$ cat src/design/tscw_pkg.sv
// Package with constants and types for the terminal status control word.
package tscw_pkg;

  // Bit positions inside the 16-bit control word.
  localparam int unsigned BIT_DISPLAY = 15;
  localparam int unsigned BIT_PRIORITY = 14;
  localparam int unsigned BIT_BUZ_CONT = 13;
  localparam int unsigned BIT_BUZ_SHORT = 12;
  localparam int unsigned BIT_HIST_RESET = 11;
  localparam int unsigned BIT_BUZ_LONG = 9;
  localparam int unsigned BIT_PRINT = 7;
  localparam int unsigned BIT_WIN_INHIBIT = 6;
  localparam int unsigned BIT_ENTRY_INHIBIT = 5;

  // Reset value of the held control word copy.
  localparam logic [15:0] CTRL_RESET = 16'h0000;

  // Clock rate and buzzer phase times.
  localparam longint unsigned CLK_HZ = 64'd50000000;
  localparam longint unsigned SHORT_PHASE_MS = 64'd500;
  localparam longint unsigned LONG_PHASE_MS = 64'd1000;
  localparam longint unsigned SHORT_PHASE_CYC = CLK_HZ * SHORT_PHASE_MS / 1000;
  localparam longint unsigned LONG_PHASE_CYC = CLK_HZ * LONG_PHASE_MS / 1000;
  localparam int unsigned TMR_W = 26;

  // Buzzer pattern selection, one-hot.
  typedef enum logic [3:0] {
    TSCW_BUZ_OFF = 4'h1,
    TSCW_BUZ_CONT = 4'h2,
    TSCW_BUZ_SHORT = 4'h4,
    TSCW_BUZ_LONG = 4'h8
  } tscw_buz_t;

  // Print handshake states, one-hot.
  typedef enum logic [2:0] {
    TSCW_PR_IDLE = 3'h1,
    TSCW_PR_START = 3'h2,
    TSCW_PR_BUSY = 3'h4
  } tscw_pr_t;

  // Local events from the terminal side.
  typedef struct packed {
    logic touch_any;
    logic touch_buz_stop;
    logic screen_buz_req;
    tscw_buz_t screen_buz_kind;
    logic buzzer_enable_sw;
    logic multi_drop_mode;
    logic print_done;
    logic hist_done;
  } tscw_local_t;

  // Control outputs to the terminal.
  typedef struct packed {
    logic display_on;
    logic backlight_on;
    logic priority_req;
    logic buzzer;
    logic hist_init;
    logic print_start;
    logic printer_busy;
    logic window_inhibit;
    logic window_close;
    logic entry_inhibit;
  } tscw_ctrl_t;

endpackage

$ cat src/design/tscw_top.sv
// Terminal status control word decoder for the operator terminal.
//
// Operation
// - Bit 14 set grants link processing priority.
// - Bit 14 cleared cancels priority registration.
// - Most recent registration among terminals wins.
// - Priority only in multi-drop link mode.
// - Bit 13 drives buzzer continuously.
// - Bit 12 gives 0.5 s on/off.
// - Bit 9 gives 1.0 s on/off.
// - Buzzer priority: continuous, short, long.
// - Buzzer-stop touch switch silences buzzer.
// - Buzzer configuration switch gates output.
// - Screen attribute may request a buzzer.
// - Bit 11 rising initialises display history.
// - History bit returns to zero afterwards.
// - Bit 7 rising starts unstoppable screen print.
// - Print bit cleared once busy is set.
// - Bit 6 blocks and closes windows.
// - Bit 5 blocks numeric and string entry.
// - Start-up content ignored; only changes act.
// - Bit 15 clear blanks; set/touch restores.
// - Printer busy high while printing.
// - Local changes never rewrite control bits.
`timescale 1ns/1ps
`default_nettype none
module tscw_top (
  input wire logic clk,
  input wire logic rst_n,
  input wire logic [15:0] ctrl_word_in,
  input wire logic ctrl_word_wr,
  input wire logic startup_done,
  input wire tscw_pkg::tscw_local_t local_in,
  output logic [15:0] ctrl_word_out,
  output logic ctrl_word_out_wr,
  output tscw_pkg::tscw_ctrl_t ctrl_out
);
  import tscw_pkg::*;

  // Whole state of the top level.
  typedef struct packed {
    logic [15:0] word;
    logic running;
    logic display;
    logic priority_reg;
    logic win_inh;
    logic ent_inh;
    logic buz_silenced;
    logic scr_silenced;
    logic hist_pend;
    tscw_pr_t pr;
    tscw_ctrl_t out;
    logic [15:0] wb;
    logic wb_wr;
  } tscw_st_t;

  tscw_st_t st;
  tscw_st_t next_st;
  logic [15:0] rise;
  logic [15:0] fall;
  logic [15:0] held;
  logic [15:0] view;
  tscw_buz_t host_sel;
  tscw_buz_t sel;
  logic tone;

  // The word seen by the detector follows host writes once running.
  assign view = (ctrl_word_wr && st.running) ? ctrl_word_in : held;

  // Change detector, armed only after start-up completes.
  tscw_edge u_edge (
    .clk(clk),
    .rst_n(rst_n),
    .arm(st.running),
    .word(view),
    .rise(rise),
    .fall(fall),
    .held(held)
  );

  // Host buzzer request by fixed priority.
  always_comb begin
    host_sel = TSCW_BUZ_OFF;
    if (held[BIT_BUZ_CONT]) begin
      host_sel = TSCW_BUZ_CONT;
    end else if (held[BIT_BUZ_SHORT]) begin
      host_sel = TSCW_BUZ_SHORT;
    end else if (held[BIT_BUZ_LONG]) begin
      host_sel = TSCW_BUZ_LONG;
    end
  end

  // Final pattern: host request, else the screen attribute request.
  always_comb begin
    sel = TSCW_BUZ_OFF;
    if (host_sel != TSCW_BUZ_OFF && !st.buz_silenced) begin
      sel = host_sel;
    end else if (local_in.screen_buz_req && !st.scr_silenced) begin
      sel = local_in.screen_buz_kind;
    end
    if (!local_in.buzzer_enable_sw) begin
      sel = TSCW_BUZ_OFF;
    end
  end

  // Pattern generator.
  tscw_buzz u_buzz (
    .clk(clk),
    .rst_n(rst_n),
    .sel(sel),
    .tone(tone)
  );

  // Next-state logic for all control effects.
  always_comb begin
    next_st = st;
    next_st.wb_wr = 1'b0;
    next_st.out.hist_init = 1'b0;
    next_st.out.print_start = 1'b0;
    next_st.out.window_close = 1'b0;
    if (startup_done) begin
      next_st.running = 1'b1;
    end

    // Screen display: clear blanks, set or touch restores.
    if (fall[BIT_DISPLAY]) begin
      next_st.display = 1'b0;
    end else if (rise[BIT_DISPLAY] || local_in.touch_any) begin
      next_st.display = 1'b1;
    end

    // Priority registration follows bit 14 transitions.
    if (rise[BIT_PRIORITY]) begin
      next_st.priority_reg = 1'b1;
    end else if (fall[BIT_PRIORITY]) begin
      next_st.priority_reg = 1'b0;
    end

    // Buzzer silence: a stop switch mutes the host request until a bit rises again, the screen request until it drops.
    if (rise[BIT_BUZ_CONT] || rise[BIT_BUZ_SHORT] || rise[BIT_BUZ_LONG]) begin
      next_st.buz_silenced = 1'b0;
    end else if (local_in.touch_buz_stop) begin
      next_st.buz_silenced = 1'b1;
    end
    if (!local_in.screen_buz_req) begin
      next_st.scr_silenced = 1'b0;
    end else if (local_in.touch_buz_stop) begin
      next_st.scr_silenced = 1'b1;
    end

    // Window and entry inhibits act on changes only.
    if (rise[BIT_WIN_INHIBIT]) begin
      next_st.win_inh = 1'b1;
      next_st.out.window_close = 1'b1;
    end else if (fall[BIT_WIN_INHIBIT]) begin
      next_st.win_inh = 1'b0;
    end
    if (rise[BIT_ENTRY_INHIBIT]) begin
      next_st.ent_inh = 1'b1;
    end else if (fall[BIT_ENTRY_INHIBIT]) begin
      next_st.ent_inh = 1'b0;
    end

    // Display history: pulse on rise, clear bit on completion.
    if (rise[BIT_HIST_RESET]) begin
      next_st.out.hist_init = 1'b1;
      next_st.hist_pend = 1'b1;
    end else if (st.hist_pend && local_in.hist_done) begin
      next_st.hist_pend = 1'b0;
      next_st.wb = held & ~(16'h0001 << BIT_HIST_RESET);
      next_st.wb_wr = 1'b1;
    end

    // Print handshake: start, go busy, clear bit, wait for done.
    case (st.pr)
      TSCW_PR_IDLE: begin
        if (rise[BIT_PRINT]) begin
          next_st.out.print_start = 1'b1;
          next_st.pr = TSCW_PR_START;
        end
      end
      TSCW_PR_START: begin
        next_st.out.printer_busy = 1'b1;
        next_st.wb = held & ~(16'h0001 << BIT_PRINT);
        next_st.wb_wr = 1'b1;
        next_st.pr = TSCW_PR_BUSY;
      end
      TSCW_PR_BUSY: begin
        if (local_in.print_done) begin
          next_st.out.printer_busy = 1'b0;
          next_st.pr = TSCW_PR_IDLE;
        end
      end
      default: begin
        next_st.pr = TSCW_PR_IDLE;
      end
    endcase

    // Registered outputs; local state changes never touch the word.
    next_st.word = held;
    next_st.out.display_on = next_st.display;
    next_st.out.backlight_on = next_st.display;
    next_st.out.priority_req = next_st.priority_reg
      & local_in.multi_drop_mode;
    next_st.out.window_inhibit = next_st.win_inh;
    next_st.out.entry_inhibit = next_st.ent_inh;
    next_st.out.buzzer = tone;
  end

  // State register.
  always_ff @(posedge clk or negedge rst_n) begin
    if (!rst_n) begin
      st <= '{word: CTRL_RESET, running: 1'b0, display: 1'b1,
              priority_reg: 1'b0, win_inh: 1'b0, ent_inh: 1'b0,
              buz_silenced: 1'b0, scr_silenced: 1'b0, hist_pend: 1'b0,
              pr: TSCW_PR_IDLE,
              out: '{display_on: 1'b1, backlight_on: 1'b1,
                     default: 1'b0},
              wb: CTRL_RESET, wb_wr: 1'b0};
    end else begin
      st <= next_st;
    end
  end

  // Outputs straight from flip-flops.
  assign ctrl_word_out = st.wb;
  assign ctrl_word_out_wr = st.wb_wr;
  assign ctrl_out = st.out;
endmodule
`default_nettype wire

$ cat src/design/tscw_edge.sv
// Change detector over the control word: compares new word to held copy.
`timescale 1ns/1ps
`default_nettype none
module tscw_edge (
  input wire logic clk,
  input wire logic rst_n,
  input wire logic arm,
  input wire logic [15:0] word,
  output logic [15:0] rise,
  output logic [15:0] fall,
  output logic [15:0] held
);
  import tscw_pkg::*;

  // Whole state of the detector.
  typedef struct packed {
    logic [15:0] held;
    logic armed;
  } tscw_edge_st_t;

  tscw_edge_st_t st;
  tscw_edge_st_t next_st;

  // Edges only count once armed, so the start-up content is ignored.
  always_comb begin
    next_st = st;
    next_st.held = word;
    if (arm) begin
      next_st.armed = 1'b1;
    end
  end

  // Per-bit transitions versus the held copy.
  genvar i;
  generate
    for (i = 0; i < 16; i++) begin : g_bit
      assign rise[i] = st.armed & word[i] & ~st.held[i];
      assign fall[i] = st.armed & ~word[i] & st.held[i];
    end
  endgenerate
  assign held = st.held;

  // State register.
  always_ff @(posedge clk or negedge rst_n) begin
    if (!rst_n) begin
      st <= '{held: CTRL_RESET, armed: 1'b0};
    end else begin
      st <= next_st;
    end
  end
endmodule
`default_nettype wire

$ cat src/design/tscw_buzz.sv
// Buzzer pattern generator: steady, 0.5 s or 1.0 s on/off patterns.
`timescale 1ns/1ps
`default_nettype none
module tscw_buzz (
  input wire logic clk,
  input wire logic rst_n,
  input wire tscw_pkg::tscw_buz_t sel,
  output logic tone
);
  import tscw_pkg::*;

  // Whole state of the generator.
  typedef struct packed {
    tscw_buz_t last;
    logic [TMR_W-1:0] cnt;
    logic phase_on;
  } tscw_bz_st_t;

  tscw_bz_st_t st;
  tscw_bz_st_t next_st;
  logic [TMR_W-1:0] limit;

  // Phase length for the chosen pattern.
  always_comb begin
    limit = TMR_W'(SHORT_PHASE_CYC - 1);
    if (sel == TSCW_BUZ_LONG) begin
      limit = TMR_W'(LONG_PHASE_CYC - 1);
    end
  end

  // Counter restarts in the on phase whenever the pattern changes.
  always_comb begin
    next_st = st;
    next_st.last = sel;
    if (sel != st.last) begin
      next_st.cnt = '0;
      next_st.phase_on = 1'b1;
    end else if (st.cnt >= limit) begin
      next_st.cnt = '0;
      next_st.phase_on = ~st.phase_on;
    end else begin
      next_st.cnt = st.cnt + 1'b1;
    end
  end

  // Tone is steady for continuous, phased for intermittent.
  always_comb begin
    case (sel)
      TSCW_BUZ_CONT: tone = 1'b1;
      TSCW_BUZ_SHORT: tone = (sel == st.last) & st.phase_on;
      TSCW_BUZ_LONG: tone = (sel == st.last) & st.phase_on;
      default: tone = 1'b0;
    endcase
  end

  // State register.
  always_ff @(posedge clk or negedge rst_n) begin
    if (!rst_n) begin
      st <= '{last: TSCW_BUZ_OFF, cnt: '0, phase_on: 1'b1};
    end else begin
      st <= next_st;
    end
  end
endmodule
`default_nettype wire

$ cat config.mk
export PLATFORM = sky130hd
export DESIGN_NAME = tscw_top
export DESIGN_NICKNAME = d
export VERILOG_FILES = /design/src/design/tscw_pkg.sv /design/src/design/tscw_top.sv /design/src/design/tscw_edge.sv /design/src/design/tscw_buzz.sv
export SDC_FILE = /design/constraint.sdc
export NUM_CORES = 1
export LEC_CHECK = 0
export BUFFER_PORTS_ARGS = -buffer_cell sky130_fd_sc_hd__buf_2
export CAP_MARGIN = 20
export CORE_MARGIN = 2
export CORE_UTILIZATION = 40
export DETAILED_ROUTE_END_ITERATION = 8
export HOLD_SLACK_MARGIN = 0.12
export PLACE_DENSITY = 0.63
export SYNTH_ARGS = -nofsm -noshare
export SYNTH_HDL_FRONTEND = slang
export SYNTH_HIERARCHICAL = 1
export SYNTH_SLANG_ARGS = --single-unit
$ cat constraint.sdc
create_clock -name clk -period 5.15 [get_ports clk]
set_input_delay 0.515 -clock clk [delete_from_list [all_inputs] [get_ports clk]]
set_output_delay 0.515 -clock clk [all_outputs]
set_load 0.02 [all_outputs]
# Word level (Yosys, flattened, before mapping)

Cells that the tools add are included.

Register bits after elaboration: 82
Input bits: 31

$add $sub $neg: 1
$lt $le $gt $ge: 1
Equal/unequal tests: 13
Multiplexer cells: 37
Bitwise gates (word level): 42
Reduce and logical (&&, ||, !) cells: 21

Operators by type and width:

| kind                                                   | number |
|---|---|
| 2-to-1 mux 26 bit                                      | 2 |
| 2-to-1 mux 17 bit                                      | 3 |
| bitwise AND 1 bit                                      | 28 |
| 2-to-1 mux 27 bit                                      | 1 |
| adder 26 x 1 -> 26 bit (second input constant)         | 1 |
| greater-or-equal comparator 26 bit                     | 1 |
| 2-to-1 mux 4 bit                                       | 6 |
| 2-to-1 mux 1 bit                                       | 19 |
| 2-to-1 mux 16 bit                                      | 1 |
| nonzero test 2 bit                                     | 8 |
| NOT 1 bit                                              | 14 |
| case mux 3 bit (3 select lines)                        | 1 |
| 2-to-1 mux 3 bit                                       | 2 |
| AND reduction 2 bit                                    | 3 |
| equality test 4 x 2 -> 1 bit (second input constant)   | 1 |
| equality test 4 x 3 -> 1 bit (second input constant)   | 1 |
| equality test 4 bit                                    | 1 |
| equality test 4 bit (second input constant)            | 1 |
| logical AND 1 bit                                      | 4 |
| inequality test 2 x 1 -> 1 bit (second input constant) | 2 |
| inequality test 2 bit (second input constant)          | 2 |
| inequality test 4 x 1 -> 1 bit (second input constant) | 1 |
| inequality test 4 bit                                  | 1 |
| case mux 1 bit (2 select lines)                        | 2 |
| 6 further kinds                                        | 9 |

# Depth between registers and ports, before layout

Gate-level depths: netlist of the first run.

Depth in word-level cells: 12
Gate-level depth with buffers: 14
Depth with buffers taken out: 11

# Hierarchy

Netlist of the first run, hierarchy kept.

Modules (own cells, without submodules):

| module    | instances | cells an instance | area each (sq um) |
|---|---|---|---|
| tscw_top  | 1         | 144               | 1756.7 |
| tscw_buzz | 1         | 170               | 1679.1 |
| tscw_edge | 1         | 69                | 883.3 |

# Worst setup path after synthesis of the first run

No wires, ideal clock.

Kind: input -> register
Start: input port local_in[8] (netlist bit)
End: register u_buzz/st[0] (netlist bit)
Arrival time: 3.158 ns
Slack: 1.910 ns
Cell stages on the path: 12
Path through: nor2b_1 nor2b_1 o21ai_0 or4b_1 buf_6 ha_1 nand2_1 o211ai_1 nor2_1 o31a_2 o2111ai_4 mux2_4

Longest elaborated chain between the ends: 8

Ends and longest elaborated chain:

| element                            | RTL line        | text |
|---|---|---|
| start, declared                    | tscw_top.sv:33  | `input wire tscw_pkg::tscw_local_t local_in,` |
| logical AND 1 bit *                | tscw_top.sv:98  | `end else if (local_in.screen_buz_req && !st.scr_silenced) begin` |
| 2-to-1 mux 4 bit *                 | tscw_top.sv:98  |  |
| 2-to-1 mux 4 bit *                 | tscw_top.sv:96  | `if (host_sel != TSCW_BUZ_OFF && !st.buz_silenced) begin` |
| 2-to-1 mux 4 bit *                 | tscw_top.sv:101 | `if (!local_in.buzzer_enable_sw) begin` |
| via sel[0]                         | tscw_top.sv:64  | `tscw_buz_t sel;` |
| equality test 4 bit                | tscw_buzz.sv:26 | `if (sel == TSCW_BUZ_LONG) begin` |
| 2-to-1 mux 26 bit                  | tscw_buzz.sv:26 |  |
| greater-or-equal comparator 26 bit | tscw_buzz.sv:38 | `end else if (st.cnt >= limit) begin` |
| nonzero test 2 bit (no line)       | n/a             |  |
| end signal, assigned               | tscw_buzz.sv:59 | `st <= '{last: TSCW_BUZ_OFF, cnt: '0, phase_on: 1'b1};` |
| end signal, assigned               | tscw_buzz.sv:61 | `st <= next_st;` |
| end, declared                      | tscw_buzz.sv:19 | `tscw_bz_st_t st;` |

Mark *: on every way through the listed nets, which the timed path passes. The rest lies on a longest branch.
A chain may end at the register's enable or synchronous reset.

# Worst setup path after layout of the first run

Start: register u_edge.st (netlist bit u_edge/held[13])
End: register u_buzz/st[0] (netlist bit)

Longest elaborated chain between the ends: 9

Ends and longest elaborated chain:

| element                            | RTL line        | text |
|---|---|---|
| start, declared                    | tscw_edge.sv:21 | `tscw_edge_st_t st;` |
| start signal, assigned             | tscw_edge.sv:46 | `st <= '{held: CTRL_RESET, armed: 1'b0};` |
| start signal, assigned             | tscw_edge.sv:48 | `st <= next_st;` |
| 2-to-1 mux 4 bit *                 | tscw_top.sv:84  | `if (held[BIT_BUZ_CONT]) begin` |
| inequality test 4 x 1 -> 1 bit     | tscw_top.sv:96  |  |
| logical AND 1 bit                  | tscw_top.sv:96  |  |
| 2-to-1 mux 4 bit *                 | tscw_top.sv:96  |  |
| 2-to-1 mux 4 bit *                 | tscw_top.sv:101 |  |
| via sel[2]                         | tscw_top.sv:64  |  |
| equality test 4 bit                | tscw_buzz.sv:26 |  |
| 2-to-1 mux 26 bit                  | tscw_buzz.sv:26 |  |
| greater-or-equal comparator 26 bit | tscw_buzz.sv:38 |  |
| nonzero test 2 bit (no line)       | n/a             |  |

Marked as above.

==> results of run 1 <==
[power groups by stage]
stage                     clock (mW)  combinational (mW)  sequential, mW
final                          0.478               0.409           0.816
after global routing           0.523               0.447           0.833
after CTS                      0.496               0.413           0.817
after detailed placement           0               0.413           0.827
after global placement             0               0.408           0.825
after floorplan                    0               0.424           0.809
[path summary, 6_finish.rpt]
| path | start | endpoint | slack [ns] | cells after the start |
|---|---|---|---|---|
| hold reg to reg | ctrl_out[0] | ctrl_out[0] | 0.48 | 1 |
| max in group asynchronous | rst_n | st[27] | 3.93 | 3 |
| hold / removal | startup_done | st[37] | 0.36 | 2 |
| setup / recovery | u_edge/held[13] | u_buzz/st[0] | 1.35 | 11 |
| min in group asynchronous | rst_n | u_buzz/st[10] | 0.58 | 2 |
| setup reg to reg | u_edge/held[13] | u_buzz/st[0] | 1.35 | 11 |
[state kept, by name (all words and copies together), names as in the netlist]
| name | flops |
|---|---|
| u_edge/st | 1 |
| st | 8 |
| ctrl_word_out | 16 |
| u_buzz/st | 31 |
| ctrl_word_out_wr | 1 |
| ctrl_out | 9 |
| u_edge/held | 16 |
[area by class of cell]
cell class                      instances  area, um^2  share of cell area (%)
Clock inverter                          4        50.0                    1.13
Clock buffer                           12         155                    3.50
Sequential cell                        82        2060                    46.4
Tap cell                              136         170                    3.84
Inverter                                9        33.8                   0.761
Multi-Input combinational cell        221        1640                    36.9
Timing Repair Buffer                   60         333                    7.50
[cell usage in the layout, fill, tap and decap left out, drive strengths merged, types with 2 or more instances in the layout]
cell type,count
mux2,31
nor3b,2
and4,2
clkinvlp,2
and3,3
nor4,4
nand3b,3
nor2,45
nand4,5
and2,2
nand3,14
xnor2,12
o21ai,8
ha,6
dfstp,4
and4bb,2
or2,3
nor2b,4
xor2,18
a21o,4
nor3,5
dfrtp,78
inv,9
and3b,13
a21oi,6
buf,59
clkbuf,12
nand2,15
[metal layers]
layer  vias to the layer above  track usage [%]
li1                       1231                -
met4                         0             6.20
met5                         -                0
met3                        10             3.71
met1                      1220             16.9
met2                        47             21.5
==> metrics, run 1 <==
crit-path max FO 27; Peak VDD IR 0.218 mV; H-tree levels 3; CTS Buf Count 9; pwr/cell area 384 nW/um^2; I/O pin count 58; first-pass GRT wire length 11900 um; Top Metal Used met4; Detail Placement HPWL 4670 um; syn nets 401; via count 2508; CTS resizes 0; vias per inst 4.79; Pre-antenna DRT Iters 4; Tot GR Track Use 13.4%; unrepaired setup endpoints after global routing false; Max-slew headroom 30.8%; setup TNS 0 ns; die area 11200 um^2; Root Driver clkbuf_8; Max stage delay cell, worst path or4b_1; Final GP Congestion 0.747; largest net degree at the start of global routing 83; switching share of power 30.2%; Synth Warn # 6; IO buf count 57; power share of the clock group 28.1%; CTS sink cnt 82; Crit path top cell by count nor2_1; Finished Core Util 43.6%; Post-Syn Instances 364; final worst path period share 73.8%; hold buffers post-CTS 0; worst skew pair latency 0.35 ns; Avg Inst Size Synth 11.4 um^2; initial antenna violation count 0; fmax 263 MHz; CP max stage delay 0.81 ns; residual DRC count 0; WL met1 3250 um; Fin. Hold Viols 0; Top Family by Delay on Critical Path compound AO/OA/AOI/OAI gates; cell-internal power 1.19 mW; Core ar. 10200 um^2; met2 WL 3280 um; Tmin final 3.80 ns; total power 1.70 mW; Max Slew Vio Count 0; Final setup viols 0; DRT iter0 DRCs 165; remaining antenna violation count 0; GRT overflow 0; post-CTS setup buffer count 0; fin area 4440 um^2; initial core utilization 40.6%; DIE HEIGHT 106 um; Logic pwr share 24.0%; clock-pin slew on the worst setup and hold paths 0.08 ns; wirelength, routed 6980 um; DR WL/cell 13.3 um; Die Span X 106 um; number of global-route vias before repair 2597; crit path DAT 4.08 ns; Worst Tran Pin Value 1.04 ns; Bufs on Longest Clock Path 2; CP required 5.43 ns; switching power 515 uW; nets 420; Reg power frac 47.9%; Worst Path Buf+Inv 0; CP Cell Sequence nor3_1, nor2_1, o21ai_0, or4b_1, ha_1, nand2_1, o211ai_1, nor2_1, o31a_2, o2111ai_4, mux2_4; crit path setup slack, layout 1.35 ns; Syn-to-layout area delta 7.36%; metal3 WL 331 um; ratio of cells with drive above 1 in the final layout 34.5%; Max Cap Viol 0; FILL cells 978; clock skew 0.00809 ns; n_diodes 0; Crit Path Category flop to flop; Leak Pwr 1.99 nW; Place WS 1.13 ns; cell area after synthesis 4130 um^2; critical path launch point type flop; DP Cell Count 506; DP Area 4190 um^2; Non-Filler Instances 524; CTS tree yes; outcome finished, final reports clean; final hold slack 0.363 ns; CP endpoint kind flop; standard-cell rows 37; Hold WC Path Type primary input to flop
Note: power is estimated with default switching activity, not from simulation.
==> inputs of run 2 (changes only) <==
--- a/config.mk
+++ b/config.mk
@@ -11,7 +11,7 @@
 export CORE_UTILIZATION = 40
 export DETAILED_ROUTE_END_ITERATION = 8
 export HOLD_SLACK_MARGIN = 0.12
-export PLACE_DENSITY = 0.63
+export PLACE_DENSITY = 0.65
 export SYNTH_ARGS = -nofsm -noshare
 export SYNTH_HDL_FRONTEND = slang
 export SYNTH_HIERARCHICAL = 1
==> constraint.sdc (replaced) <==
create_clock -name clk -period 3.4 [get_ports clk]
set_input_delay 0.34 -clock clk [delete_from_list [all_inputs] [get_ports clk]]
set_output_delay 0.34 -clock clk [all_outputs]
set_load 0.02 [all_outputs]
==> run 2 against run 1 <==
Net effect:
- maximum frequency is 22% higher
- sequential power is 51% higher
- register-to-register slack worse by 1.1 ns
- flip-flop and latch count stayed put
- first-iteration DRC count is 56% lower
- setup slack worse by 1.1 ns
- combinational power is 56% higher
- non-clock buffer count is 8 higher
- die area stayed put
- clock skew is 0.0023 ns higher
- sequential share of layout area is 0.27 points lower
==> metrics, run 2 (same netlist as run 1, synthesis figures left out) <==
GRT overflow 0 (unchanged); switching power 785 uW (+52%); nets 428 (+1.9%); clock-pin slew on the worst setup and hold paths 0.08 ns (about the same); DRT iter0 DRCs 72 (-56%); CTS resizes 0 (unchanged); via count 2537 (+1.2%); Top Metal Used met4; CP endpoint kind flop; Crit Path Category flop to flop; Max Cap Viol 0 (unchanged); crit path DAT 3.33 ns (-0.75 ns); most common cell after layout, fill and taps aside dfrtp_1; crit-path max FO 26 (-3.7%); Final GP Congestion 0.781 (+4.5%); largest net degree at the start of global routing 83 (unchanged); worst reg2reg setup slack 0.29 ns (-1.06 ns); Reg area 2060 um^2 (unchanged); Die Span X 106 um (unchanged); Logic pwr share 25.5% (+1.5 points); switching share of power 31.4% (+1.2 points); final worst path period share 91.4% (+18 points); FILL cells 997 (+1.9%); Tmin final 3.11 ns (-0.692 ns); CP required 3.62 ns (-1.81 ns); residual DRC count 0 (unchanged); worst skew pair latency 0.35 ns (about the same); pwr/cell area 560 nW/um^2 (+46%); Largest Register u_buzz/st; Root Driver clkbuf_8; initial antenna violation count 0 (unchanged); fmax 322 MHz (+22%); Syn-to-layout area delta 7.99%; CTS Buf Count 9 (unchanged); Core ar. 10200 um^2 (unchanged); critical path launch point type flop; CTS tree yes; Detail Placement HPWL 4790 um (+2.6%); IO buf count 57 (unchanged); clock skew 0.0104 ns (+0.00227 ns); Pre-antenna DRT Iters 4 (unchanged); remaining antenna violation count 0 (unchanged); initial core utilization 40.6% (unchanged); power share of the clock group 25.1% (-3.0 points); Tot GR Track Use 13.5% (+0.097 points); crit path setup slack, layout 0.293 ns (-1.06 ns); number of flip-flops in the largest register 31 (unchanged); Worst Tran Pin Value 0.813 ns (-0.226 ns); total power 2.50 mW (+47%); WL met1 3270 um (+0.86%); unrepaired setup endpoints after global routing false; Fin. Hold Viols 0 (unchanged); most frequent cells in the layout 78 x dfrtp_1, 56 x buf_2, 45 x nor2_1; DR WL/cell 13.2 um (-1.0%); outcome finished, final reports clean; vias per inst 4.77 (-0.36%); met2 WL 3280 um (-0.18%); Reg power frac 49.3% (+1.4 points); Final setup viols 0 (unchanged); metal3 WL 367 um (+11%); Hold WC Path Type primary input to flop; standard-cell rows 37 (unchanged); I/O pin count 58 (unchanged); hold buffers post-CTS 0 (unchanged); die area 11200 um^2 (unchanged); first-pass GRT wire length 12000 um (+0.70%); number of global-route vias before repair 2598 (+0.039%); CTS sink cnt 82 (unchanged); wirelength, routed 7010 um (+0.47%); setup TNS 0 ns (unchanged); Max Slew Vio Count 0 (unchanged); Leak Pwr 2.02 nW (+1.3%); cell-internal power 1.72 mW (+44%); H-tree levels 3 (unchanged); DIE HEIGHT 106 um (unchanged); Place WS 0.222 ns (-0.904 ns); n_diodes 0 (unchanged); Peak VDD IR 0.324 mV (+49%); post-CTS setup buffer count 0 (unchanged); Max-slew headroom 45.1% (+14 points); area of the multi-input gates 1640 um^2 (unchanged); Bufs on Longest Clock Path 2 (unchanged); ratio of cells with drive above 1 in the final layout 35.9% (+1.3 points)
==> run 2: final cells by class <==
type | count | share of cell area [%]
tap | 136 | 3.81
clock inverter | 5 | 0.673
timing repair buffer | 68 | 8.80
inverter | 9 | 0.757
multi-input combinational | 221 | 36.7
sequential | 82 | 46.1
clock buffer | 11 | 3.17
==> run 2: path summary, 6_finish.rpt <==
| path | depth (start not counted) | to | from |
|---|---|---|---|
| worst min register to register | 1 | st[35] | st[35] |
| worst max-delay path | 12 | u_buzz/st[8] | st[31] |
| worst max register to register | 12 | u_buzz/st[8] | st[31] |
| max in group asynchronous | 3 | u_buzz/st[27] | rst_n |
| worst min-delay path | 2 | st[37] | startup_done |
| min in group asynchronous | 2 | ctrl_word_out_wr | rst_n |
==> run 2: power by group through the flow <==
stage	logic (mW)	registers, mW	clock network [mW]
finish	0.638	1.23	0.629
global route	0.692	1.26	0.695
CTS	0.643	1.23	0.657
detailed placement	0.642	1.25	0
global placement	0.632	1.25	0
floorplan	0.642	1.23	0
==> run 2: worst max-delay path: stages, from the launching register on <==
cell and delay (ns):
dfrtp_1 0.38, nor2b_1 0.21, nor2b_1 0.16, o21ai_0 0.11, or4b_1 0.57, buf_4 0.21, ha_1 0.33, nand3_1 0.11
a21oi_2 0.15, o21ai_0 0.17, o2111ai_4 0.15, buf_4 0.32, nor2_1 0.09
==> run 2: layer usage <==
metal	global-route usage, %	up-vias
met4	5.92	0
met2	21.5	43
met1	16.8	1240
met3	4.51	8
met5	0	-
li1	-	1246
==> run 2: per-stage QoR <==
| stage | instances | hold slack (ns) | util [%] | instance area, um^2 |
|---|---|---|---|---|
| finish | 532 | 0.192 | 43.8 | 4460 |
| global route | 532 | 0.173 | 43.8 | 4460 |
| CTS | 530 | 0.172 | 43.5 | 4430 |
| detailed placement | 514 | 0.457 | 41.8 | 4250 |
| global placement | 514 | 0.458 | 41.8 | 4250 |
| floorplan | 364 | 0.0444 | - | 4130 |
==> inputs of run 3 (changes only) <==
--- a/config.mk
+++ b/config.mk
@@ -10,8 +10,8 @@
 export CORE_MARGIN = 2
 export CORE_UTILIZATION = 40
 export DETAILED_ROUTE_END_ITERATION = 8
-export HOLD_SLACK_MARGIN = 0.12
-export PLACE_DENSITY = 0.65
+export HOLD_SLACK_MARGIN = 0.15
+export PLACE_DENSITY = 0.67
 export SYNTH_ARGS = -nofsm -noshare
 export SYNTH_HDL_FRONTEND = slang
 export SYNTH_HIERARCHICAL = 1
==> run 3 against run 2 <==
Net effect:
- sequential share of layout area fell by 0.71 points
- final cell count rose by 0.38%
- power rose by 7.0%
- clock power rose by 26%
- flip-flop and latch count did not move
- hold slack got worse by 0.020 ns
- maximum frequency fell by 0.37%
- wire length rose by 4.5%
- highest routed layer unchanged
==> metrics, run 3 (same netlist as run 1, synthesis figures left out) <==
outcome finished, final reports clean; worst skew pair latency 0.36 ns (about the same); crit path DAT 3.40 ns (+0.07 ns); Non-Filler Instances 534 (+0.38%); DR WL/cell 13.7 um (+4.1%); standard-cell rows 37 (unchanged); remaining antenna violation count 0 (unchanged); post-CTS setup buffer count 0 (unchanged); DP Cell Count 516 (+0.39%); fin area 4530 um^2 (+1.6%); DRT iter0 DRCs 140 (+94%); Place WS 0.270 ns (+0.0474 ns); Peak VDD IR 0.354 mV (+9.3%); critical path launch point type flop; IO buf count 57 (unchanged); Max Slew Vio Count 0 (unchanged); fmax 321 MHz (-0.37%); reg2reg start st[31]; H-tree levels 3 (unchanged); largest net degree at the start of global routing 82 (-1.2%); Crit. Startpoint st[31]; min-delay src startup_done; Bufs on Longest Clock Path 2 (unchanged); CP endpoint kind flop; Critical R2R Capture u_buzz/st[1]; final hold slack 0.173 ns (-0.0198 ns); unrepaired setup endpoints after global routing false; worst reg2reg setup slack 0.28 ns (about the same); CTS Buf Count 9 (unchanged); setup TNS 0 ns (unchanged); CTS sink cnt 82 (unchanged); wirelength, routed 7330 um (+4.5%); Tmin final 3.12 ns (+0.0116 ns); Pre-antenna DRT Iters 4 (unchanged); n_diodes 0 (unchanged); Worst Tran Pin Value 0.841 ns (+0.0287 ns); hold buffers post-CTS 0 (unchanged); initial antenna violation count 0 (unchanged); initial core utilization 40.6% (unchanged); Syn-to-layout area delta 9.69%; number of flip-flops in the largest register 31 (unchanged); die area 11200 um^2 (unchanged); Largest Register u_buzz/st; number of global-route vias before repair 2682 (+3.2%); Die Span X 106 um (unchanged); most frequent cells in the layout 78 x dfrtp_1, 56 x buf_2, 45 x nor2_1; Core ar. 10200 um^2 (unchanged); Max Cap Viol 0 (unchanged); DIE HEIGHT 106 um (unchanged); CTS tree yes; final worst path period share 91.7% (+0.34 points); Root Driver clkbuf_8; Max-slew headroom 43.1% (-1.9 points); clock skew 0.00788 ns (-0.00248 ns); CTS resizes 0 (unchanged); CP required 3.68 ns (+0.06 ns); worst hold path cell count 2 (unchanged); I/O pin count 58 (unchanged); most common cell after layout, fill and taps aside dfrtp_1; Final GP Congestion 0.753 (-3.5%); Detail Placement HPWL 5110 um (+6.5%); hold endpoint st[37]; crit-path max FO 18 (-31%); crit path setup slack, layout 0.281 ns (-0.0116 ns); pwr/cell area 590 nW/um^2 (+5.4%); residual DRC count 0 (unchanged); DP Area 4270 um^2 (+0.35%); Fin. Hold Viols 0 (unchanged); Tot GR Track Use 14.0% (+0.51 points); first-pass GRT wire length 12400 um (+3.2%); ratio of cells with drive above 1 in the final layout 36.4% (+0.57 points); nets 430 (+0.47%); clock-pin slew on the worst setup and hold paths 0.08 ns (about the same); Leak Pwr 2.05 nW (+1.6%); via count 2538 (+0.039%); vias per inst 4.75 (-0.34%); Final setup viols 0 (unchanged); Worst Reg2Reg Path Length in Cells 12 (unchanged); GRT overflow 0 (unchanged); Crit Path Category flop to flop; Hold WC Path Type primary input to flop
## run 3: changes by cell type in the layout (fill, tap and decap cells not counted)
cell,delta
buf_4,+2
bufinv_16,+2
clkinv_2,-2
clkbuf_1,-1
inv_6,+1
## run 3: how the worst max path moves through the flow
| stage | end | slack (ns) | cells past startpoint |
|---|---|---|---|
| 3_3_place_gp | u_buzz/st[7] | 0.37 | 13 |
| 6_report | u_buzz/st[1] | 0.28 | 12 |
| 3_5_place_dp | u_buzz/st[10] | 0.27 | 13 |
| 2_1_floorplan | u_buzz/st[0] | 0.33 | 12 |
| 5_1_grt | u_buzz/st[1] | 0.09 | 12 |
| 4_1_cts | u_buzz/st[15] | 0.28 | 12 |
## run 3: routing by layer
layer | wire (um) | vias to the layer above | track usage (%)
met5 | 0 | - | 0
met4 | 107 | 0 | 5.17
met3 | 367 | 9 | 4.64
met2 | 3520 | 45 | 22.6
met1 | 3330 | 1237 | 17.7
li1 | - | 1247 | -
## run 3: area by class of cell
type | instances | area, um^2
Multi-Input combinational cell | 221 | 1640
Tap cell | 136 | 170
Clock buffer | 10 | 138
Fill cell | 994 | 5650
Inverter | 9 | 33.8
Clock inverter | 6 | 88.8
Timing Repair Buffer | 70 | 408
Sequential cell | 82 | 2060
## run 3: through the flow
stage / util [%] / power [mW]
after CTS: 44.1 / 2.71
final: 44.5 / 2.68
after global placement: 41.9 / 1.88
after detailed placement: 41.9 / 1.91
after floorplan: - / 1.87
after global routing: 44.5 / 2.82
## run 3: worst max-delay path: stages (launching register included)
cell	delay, ns
dfrtp_1	0.39
nor2b_1	0.20
nor2b_1	0.16
o21ai_0	0.11
or4b_1	0.57
buf_4	0.21
ha_1	0.32
nand3_1	0.15
nor4_1	0.07
a31oi_1	0.29
o2111ai_4	0.18
buf_4	0.25
nor2_1	0.13
## run 3: report_power, final
part | switching (mW) | internal (mW)
combinational | 0.347 | 0.298
sequential | 0.100 | 1.14
clock | 0.355 | 0.435
total | 0.802 | 1.87
